===== src/rtl/eimu_pkg.sv =====
/*
 * constants for the upper event interrupt mask block: register indices,
 * field positions, reset values and error cause layout.
 * assumes a 32-bit register bus where byte address = 4 * index.
 */
package eimu_pkg;

	// ---------------------------------------------------------------
	// register indices
	// ---------------------------------------------------------------
	localparam int unsigned IDX_W        = 6;
	localparam logic [5:0]  MASK_IDX     = 6'h0e;
	localparam logic [5:0]  STATUS_IDX   = 6'h0f;
	localparam logic [5:0]  ERR_STAT_IDX = 6'h10;
	localparam logic [5:0]  ERR_MASK_IDX = 6'h11;

	// ---------------------------------------------------------------
	// event field positions
	// ---------------------------------------------------------------
	localparam int unsigned BIT_PEND     = 0;
	localparam int unsigned BIT_PTO      = 21;
	localparam int unsigned BIT_PIN      = 22;
	localparam int unsigned BIT_SLP      = 23;
	localparam int unsigned BIT_RPLL     = 24;
	localparam int unsigned BIT_CPLL     = 25;
	localparam int unsigned BIT_SFDTO    = 26;
	localparam int unsigned BIT_HPW      = 27;
	localparam int unsigned BIT_TX_BUFFER_ERROR_EVENT   = 28;
	localparam int unsigned BIT_FREJ     = 29;
	localparam logic [31:0] EVENT_BITS   = 32'h3fe0_0000;
	localparam logic [31:0] RSVD_BITS    = 32'hc000_0000;

	// ---------------------------------------------------------------
	// reset values and error causes
	// ---------------------------------------------------------------
	localparam logic [31:0] MASK_RST     = 32'h0000_0000;
	localparam logic [31:0] STATUS_RST   = 32'h0000_0000;
	localparam int unsigned ERR_W        = 2;
	localparam logic [1:0]  ERR_RST      = 2'h0;
	localparam int unsigned ERR_UNMAPPED = 0;
	localparam int unsigned ERR_RSVD_WR  = 1;

endpackage


===== src/rtl/eimu_reg_if.sv =====
/*
 * carrier between the bus slave and the register core.
 * assumes one clock domain; strobes are one-cycle pulses.
 */
`timescale 1ns/10ps
interface eimu_reg_if;
	logic        wr_stb;
	logic        rd_stb;
	logic [5:0]  idx;
	logic [31:0] wdata;
	logic [3:0]  be;
	logic [31:0] rdata;

	// bus side drives the request, core answers with read data
	modport bus  (output wr_stb, rd_stb, idx, wdata, be, input rdata);
	modport core (input wr_stb, rd_stb, idx, wdata, be, output rdata);
endinterface


===== src/rtl/eimu_sticky.sv =====
/*
 * bank of sticky flags: set by hardware, cleared by a clear vector.
 * assumes synchronous active-high reset; set wins over clear.
 */
`timescale 1ns/10ps
module eimu_sticky #(
	parameter int unsigned W = 32
) (
	// clock and reset
	input  wire logic         clk_i,
	input  wire logic         rst_i,
	// set and clear vectors
	input  wire logic [W-1:0] set_i,
	input  wire logic [W-1:0] clr_i,
	// flag state
	output logic      [W-1:0] q_o
);
	logic [W-1:0] flag_reg;
	logic [W-1:0] flag_next;

	// per-bit latch, an event in the clearing cycle survives
	for (genvar i = 0; i < W; i++) begin : g_bit
		assign flag_next[i] = (flag_reg[i] & ~clr_i[i]) | set_i[i];
	end

	// flag storage
	always_ff @(posedge clk_i) begin
		if (rst_i) begin
			flag_reg <= '0;
		end else begin
			flag_reg <= flag_next;
		end
	end

	assign q_o = flag_reg;
endmodule


===== src/rtl/eimu_top.sv =====
/*
 * upper event interrupt mask: latched event status, mask, error causes,
 * one level interrupt line, registers on classic wishbone.
 * assumes event inputs are synchronous to clk_i; byte address = 4 * index.
 */
// Chosen here: the Wishbone interface to the registers.
// Behaviour
// - mask bit 21 lets a latched preamble timeout raise the interrupt
// - mask bit 22 lets a latched pin interrupt event raise the interrupt
// - mask bit 23 lets a latched sleep-to-idle event raise the interrupt
// - mask bit 24 lets a radio pll lock loss raise the interrupt
// - a dedicated mask bit lets clock pll lock loss raise the interrupt
// - mask bit 26 lets a frame delimiter timeout raise the interrupt
// - mask bit 27 lets a half period warning raise the interrupt
// - mask bit 28 lets a tx buffer error raise the interrupt
// - mask bit 29 lets a filter reject raise the interrupt
// - mask bits 30 and 31 are reserved and never gate anything
// - interrupt registered: high the cycle after any status bit and its mask are both set
// - status bits latch on events, write one clears, write zero keeps
`timescale 1ns/10ps
module eimu_top
	import eimu_pkg::*;
(
	// clock and reset
	input  wire logic        clk_i,
	input  wire logic        rst_i,
	// wishbone slave
	input  wire logic        cyc_i,
	input  wire logic        stb_i,
	input  wire logic        we_i,
	input  wire logic [7:0]  adr_i,
	input  wire logic [3:0]  sel_i,
	input  wire logic [31:0] dat_i,
	output logic      [31:0] dat_o,
	output logic             ack_o,
	// event sources
	input  wire logic        preamble_timeout_event_i,
	input  wire logic        pin_interrupt_event_i,
	input  wire logic        sleep_to_idle_event_i,
	input  wire logic        radio_pll_lock_loss_event_i,
	input  wire logic        clock_pll_lock_loss_event_i,
	input  wire logic        frame_delimiter_timeout_event_i,
	input  wire logic        half_period_warning_event_i,
	input  wire logic        tx_buffer_error_event_i,
	input  wire logic        filter_reject_event_i,
	// interrupt request
	output logic             irq_o
);
	// -----------------------------------------------------------------
	// byte lane expansion
	// -----------------------------------------------------------------
	function automatic logic [31:0] lane_mask(input logic [3:0] be);
		lane_mask = {{8{be[3]}}, {8{be[2]}}, {8{be[1]}}, {8{be[0]}}};
	endfunction

	// -----------------------------------------------------------------
	// bus front end
	// -----------------------------------------------------------------
	eimu_reg_if rif ();

	eimu_wb_slave u_bus (
		.clk_i (clk_i),
		.rst_i (rst_i),
		.cyc_i (cyc_i),
		.stb_i (stb_i),
		.we_i  (we_i),
		.adr_i (adr_i),
		.sel_i (sel_i),
		.dat_i (dat_i),
		.dat_o (dat_o),
		.ack_o (ack_o),
		.rif   (rif)
	);

	// -----------------------------------------------------------------
	// address decode
	// -----------------------------------------------------------------
	logic [31:0] wr_lanes;
	logic        hit_mask;
	logic        hit_status;
	logic        hit_err_stat;
	logic        hit_err_mask;
	logic        unmapped;

	// register selects for the current request
	assign wr_lanes     = lane_mask(rif.be);
	assign hit_mask     = (rif.idx == MASK_IDX);
	assign hit_status   = (rif.idx == STATUS_IDX);
	assign hit_err_stat = (rif.idx == ERR_STAT_IDX);
	assign hit_err_mask = (rif.idx == ERR_MASK_IDX);
	assign unmapped     = ~(hit_mask | hit_status | hit_err_stat | hit_err_mask);

	// -----------------------------------------------------------------
	// event mask register
	// -----------------------------------------------------------------
	logic [31:0] mask_reg;
	logic [31:0] mask_next;
	logic [31:0] mask_wm;

	assign mask_wm   = (rif.wr_stb & hit_mask) ? (wr_lanes & EVENT_BITS) : 32'h0000_0000;
	assign mask_next = (mask_reg & ~mask_wm) | (rif.wdata & mask_wm);

	always_ff @(posedge clk_i) begin
		if (rst_i) begin
			mask_reg <= MASK_RST;
		end else begin
			mask_reg <= mask_next;
		end
	end

	// -----------------------------------------------------------------
	// event status register
	// -----------------------------------------------------------------
	logic [31:0] ev_set;
	logic [31:0] ev_clr;
	logic [31:0] stat_q;

	always_comb begin
		ev_set              = STATUS_RST;
		ev_set[BIT_PTO]     = preamble_timeout_event_i;
		ev_set[BIT_PIN]     = pin_interrupt_event_i;
		ev_set[BIT_SLP]     = sleep_to_idle_event_i;
		ev_set[BIT_RPLL]    = radio_pll_lock_loss_event_i;
		ev_set[BIT_CPLL]    = clock_pll_lock_loss_event_i;
		ev_set[BIT_SFDTO]   = frame_delimiter_timeout_event_i;
		ev_set[BIT_HPW]     = half_period_warning_event_i;
		ev_set[BIT_TX_BUFFER_ERROR_EVENT]  = tx_buffer_error_event_i;
		ev_set[BIT_FREJ]    = filter_reject_event_i;
	end

	assign ev_clr = (rif.wr_stb & hit_status) ? (rif.wdata & wr_lanes & EVENT_BITS)
	                                          : 32'h0000_0000;

	eimu_sticky #(.W(32)) u_status (
		.clk_i (clk_i),
		.rst_i (rst_i),
		.set_i (ev_set),
		.clr_i (ev_clr),
		.q_o   (stat_q)
	);

	// -----------------------------------------------------------------
	// access error causes, cleared by reading them
	// -----------------------------------------------------------------
	logic [ERR_W-1:0] err_set;
	logic [ERR_W-1:0] err_clr;
	logic [ERR_W-1:0] err_q;
	logic [ERR_W-1:0] err_mask_reg;
	logic [ERR_W-1:0] err_mask_next;

	// unmapped access and reserved mask bit writes
	assign err_set[ERR_UNMAPPED] = (rif.wr_stb | rif.rd_stb) & unmapped;
	assign err_set[ERR_RSVD_WR]  = rif.wr_stb & hit_mask & (|(rif.wdata & wr_lanes & RSVD_BITS));
	assign err_clr               = (rif.rd_stb & hit_err_stat) ? {ERR_W{1'b1}} : ERR_RST;
	assign err_mask_next         = (rif.wr_stb & hit_err_mask & rif.be[0]) ?
	                               rif.wdata[ERR_W-1:0] : err_mask_reg;

	eimu_sticky #(.W(ERR_W)) u_err (
		.clk_i (clk_i),
		.rst_i (rst_i),
		.set_i (err_set),
		.clr_i (err_clr),
		.q_o   (err_q)
	);

	// error mask storage
	always_ff @(posedge clk_i) begin
		if (rst_i) begin
			err_mask_reg <= ERR_RST;
		end else begin
			err_mask_reg <= err_mask_next;
		end
	end

	// -----------------------------------------------------------------
	// interrupt line
	// -----------------------------------------------------------------
	logic [31:0] ev_gated;
	logic        ev_pending;
	logic        err_pending;
	logic        irq_reg;

	assign ev_gated    = stat_q & mask_reg & EVENT_BITS;
	assign ev_pending  = |ev_gated;
	assign err_pending = |(err_q & err_mask_reg);

	always_ff @(posedge clk_i) begin
		if (rst_i) begin
			irq_reg <= 1'b0;
		end else begin
			irq_reg <= ev_pending | err_pending;
		end
	end

	assign irq_o = irq_reg;

	// -----------------------------------------------------------------
	// read data
	// -----------------------------------------------------------------
	logic [31:0] stat_view;

	// status view carries the pending flag in bit 0
	assign stat_view = (stat_q & EVENT_BITS) | {31'h0000_0000, ev_pending};
	assign rif.rdata = hit_mask     ? mask_reg :
	                   hit_status   ? stat_view :
	                   hit_err_stat ? {{(32-ERR_W){1'b0}}, err_q} :
	                   hit_err_mask ? {{(32-ERR_W){1'b0}}, err_mask_reg} :
	                                  32'h0000_0000;

	logic quiet_others;
	assign quiet_others = ~err_pending;
endmodule


===== src/rtl/eimu_wb_slave.sv =====
/*
 * classic wishbone slave front end: one wait state, registered ack and data.
 * assumes the master holds the request until it samples ack.
 */
`timescale 1ns/10ps
module eimu_wb_slave
	import eimu_pkg::*;
(
	// clock and reset
	input  wire logic        clk_i,
	input  wire logic        rst_i,
	// wishbone slave
	input  wire logic        cyc_i,
	input  wire logic        stb_i,
	input  wire logic        we_i,
	input  wire logic [7:0]  adr_i,
	input  wire logic [3:0]  sel_i,
	input  wire logic [31:0] dat_i,
	output logic      [31:0] dat_o,
	output logic             ack_o,
	// register core
	eimu_reg_if.bus          rif
);
	logic        ack_reg;
	logic [31:0] dat_reg;
	logic        req;

	// a new request is taken once, in the cycle before ack
	assign req        = cyc_i & stb_i & ~ack_reg;
	assign rif.wr_stb = req & we_i;
	assign rif.rd_stb = req & ~we_i;
	assign rif.idx    = adr_i[7:2];
	assign rif.wdata  = dat_i;
	assign rif.be     = sel_i;

	// ack and read data capture
	always_ff @(posedge clk_i) begin
		if (rst_i) begin
			ack_reg <= 1'b0;
			dat_reg <= 32'h0000_0000;
		end else begin
			ack_reg <= req;
			dat_reg <= rif.rd_stb ? rif.rdata : 32'h0000_0000;
		end
	end

	assign ack_o = ack_reg;
	assign dat_o = dat_reg;
endmodule


===== config.mk =====
export PLATFORM = sky130hd
export DESIGN_NAME = eimu_top
export DESIGN_NICKNAME = d
export VERILOG_FILES = /design/src/rtl/eimu_pkg.sv /design/src/rtl/eimu_reg_if.sv /design/src/rtl/eimu_sticky.sv /design/src/rtl/eimu_top.sv /design/src/rtl/eimu_wb_slave.sv
export SDC_FILE = /design/constraint.sdc
export NUM_CORES = 1
export LEC_CHECK = 0
export BUFFER_PORTS_ARGS = -buffer_cell sky130_fd_sc_hd__buf_4
export CORE_MARGIN = 2
export CORE_UTILIZATION = 41
export CTS_BUF_LIST = sky130_fd_sc_hd__clkbuf_8
export CTS_CLUSTER_DIAMETER = 30
export DETAILED_ROUTE_END_ITERATION = 10
export PLACE_DENSITY_LB_ADDON = 0.25
export SYNTH_ARGS = -nofsm -noshare
export SYNTH_HDL_FRONTEND = slang
export SYNTH_SLANG_ARGS = --single-unit

===== constraint.sdc =====
create_clock -name clk_i -period 1.6 [get_ports clk_i]
set_input_delay 0.4 -clock clk_i [delete_from_list [all_inputs] [get_ports clk_i]]
set_output_delay 0.4 -clock clk_i [all_outputs]
set_load 0.02 [all_outputs]

==> run metrics <==
vias in the first global route about 1,200; Largest stage delay, worst path about 350 ps; final net count ~290; Longest Clk Path Bufs 2; DP HPWL about 2600 um; Setup crit start kind register; most frequent cells in the layout 57 x buf_4, 35 x dfxtp_1, 31 x nor2_1; CP Capture Type register; Die Footprint approximately 0.0045 mm^2; fin worst setup slack ~180 ps; synth unique cells 31; CTS buffer count 5; global-route layer with the greatest usage met2; Crit-path slowest cell a222oi_1; via/cell ratio ~4.9; RSZ-0062 raised after global routing no; # hold bufs at CTS 0; crit path max fanout 3; sink of the worst hold path u_status.q_o[28]$_SDFF_PP0_; GR Util met2 between 20% and 30%; diode count 0; CP Buf/Inv Count 0; clk slew on worst S/H paths ~70 ps; routing usage on met3 3.04%; CP required ~1800 ps; GRT Util Overall 16.1%; dpl ws -104 ps; part of the cycle the worst path needs between 80% and 90%; R2R depth 4; maxcap violations 0; CTS root buffer clkbuf_8; HP Class in2reg; pin count of the biggest net entering global routing 25; Worst path depth 4; most common cell after layout, fill and taps aside buf_4; fillcell total approximately 370; post-cts resize count 0; Peak VDD IR roughly 420 uV; initial antenna violation count 0; final instance area ~0.0021 mm^2; first-pass GRT wire length around 5300 um; Final Hold Fails 0; Post-Syn Area 0.00162 mm^2; Synth Flop Type dfxtp_1; Post-CTS Setup Bufs 0; Tmin final between 1000 and 1500 ps; outcome complete, no violations; Clock Skews about 5.8 ps; core region area between 0.003 and 0.004 mm^2; R2R Setup Slk approximately 180 ps; FF-to-FF Start u_status.q_o[27]$_SDFF_PP0_; placement row count 22; hold depth 2; Post-synth EDFFs 0; grt total ovfl 0; post-route ant nets 0; asr flop ratio synth 0%; final wirelength between 3000 and 4000 um; H-tree levels 2; Port Buffers 48; Power per Cell Area ~840 mW/mm^2; Setup violations, final 0; DR pass1 iterations 4; DRC viols 0; Placed Instance Area 0.00200 mm^2; Mapped Cells 170; Leak 0.00103 uW; FF+latch count, synth 35; clock latency on the worst-skew pair between 200 and 300 ps; die width about 67 um; Final Util ~56%; vias approximately 1,300; Ys Warns 0; Worst EP arrival between 1500 and 2000 ps; Avg Cell Area, Syn 9.52 um^2; Final Wtd Congestion between 0.8 and 0.9; initial core utilization around 44%; I/O pin total 92; worst-path cell chain a222oi_1 -> nand3_1 -> a221oi_1 -> o311ai_0; wire per inst 12.2 um; Area Overhead vs Synth 29.0%; WS Path Type reg2reg; met1 Usage GRT between 10% and 20%; ratio of cells with drive above 1 in the final layout between 30% and 40%; Highest Clock Rate 0.706 GHz; sequential area share after synthesis a little over two fifths; Slew Limit Fails 0; Reg-to-Reg End u_bus.dat_o[0]$_SDFF_PP0_; Vert. Die Dim roughly 67 um; min-delay src dat_i[28]; CTS tree built; CTS sink cnt 35; Initial DRC Count 74; cell family with most CP delay compound AO/OA/AOI/OAI gates
==> per-layer routing <==
| metal | vias up | routed length, um |
|---|---|---|
| li1 | 669 | - |
| met1 | 626 | 1380 |
| met2 | 38 | 1730 |
| met3 | 5 | 179 |
| met4 | 0 | 53 |
| met5 | - | 0 |
==> where the power goes <==
part | internal [uW] | total (uW) | switching, uW
Combinational | 96.0 | 215 | 119
Clock | 337 | 634 | 297
Sequential | 892 | 908 | 16.4
==> worst max path at each step <==
stage	from	end	slack (ps)
detailed placement	adr_i[5]	u_err.q_o[1]$_SDFF_PP0_	-100
global placement	adr_i[5]	err_mask_reg[1]$_SDFFE_PP0P_	-90
floorplan	adr_i[3]	u_status.q_o[24]$_SDFF_PP0_	50
CTS	u_status.q_o[27]$_SDFF_PP0_	u_bus.dat_o[0]$_SDFF_PP0_	180
finish	u_status.q_o[27]$_SDFF_PP0_	u_bus.dat_o[0]$_SDFF_PP0_	180
global route	u_status.q_o[27]$_SDFF_PP0_	u_bus.dat_o[0]$_SDFF_PP0_	50
==> kinds of logic (layout without fill, tap and decap cells) <==
kind of cell / Yosys count / in the layout / synth area share, %
AO/OA/AOI/OAI: 22 / 22 / 10.5
AND/OR/NAND/NOR: 54 / 54 / 19.4
other: 1 / 21 / 0.232
flip-flops: 35 / 35 / 43.3
buffers and inverters: 37 / 74 / 13.5
multiplexers: 21 / 21 / 13.0
==> through the flow <==
| stage | power, uW | hold WS (ps) | instances | setup TNS (ps) |
|---|---|---|---|---|
| after floorplan | 1080 | 456 | 190 | 0 |
| after global placement | 1140 | 481 | 268 | -269 |
| after detailed placement | 1140 | 494 | 268 | -358 |
| after CTS | 1770 | 303 | 275 | 0 |
| after global routing | 1830 | 305 | 275 | 0 |
| final | 1760 | 305 | 275 | 0 |
==> cell type report <==
type / instances / area [um^2] / share of cell area [%]
inverter: 10 / 37.5 / 1.80
tap: 48 / 60.1 / 2.88
clock buffer: 6 / 82.6 / 3.96
multi-input combinational: 118 / 773 / 37.1
clock inverter: 1 / 5.00 / 0.240
sequential: 35 / 701 / 33.6
timing repair buffer: 57 / 428 / 20.5
==> synth_stat cells, types with 2 or more instances <==
cell type | instances | area, um^2
nand4_1 | 3 | 18.8
nor2_1 | 31 | 116
mux2i_1 | 21 | 210
nand3_1 | 4 | 20.0
a21oi_1 | 4 | 20.0
dfxtp_1 | 35 | 701
nor3_1 | 2 | 10.0
buf_4 | 21 | 158
and3b_1 | 3 | 26.3
inv_1 | 10 | 37.5
nand2_1 | 2 | 7.51
clkbuf_1 | 5 | 18.8
a22oi_1 | 3 | 22.5
a311oi_1 | 9 | 78.8
Note: power is estimated with default switching activity, not from simulation.
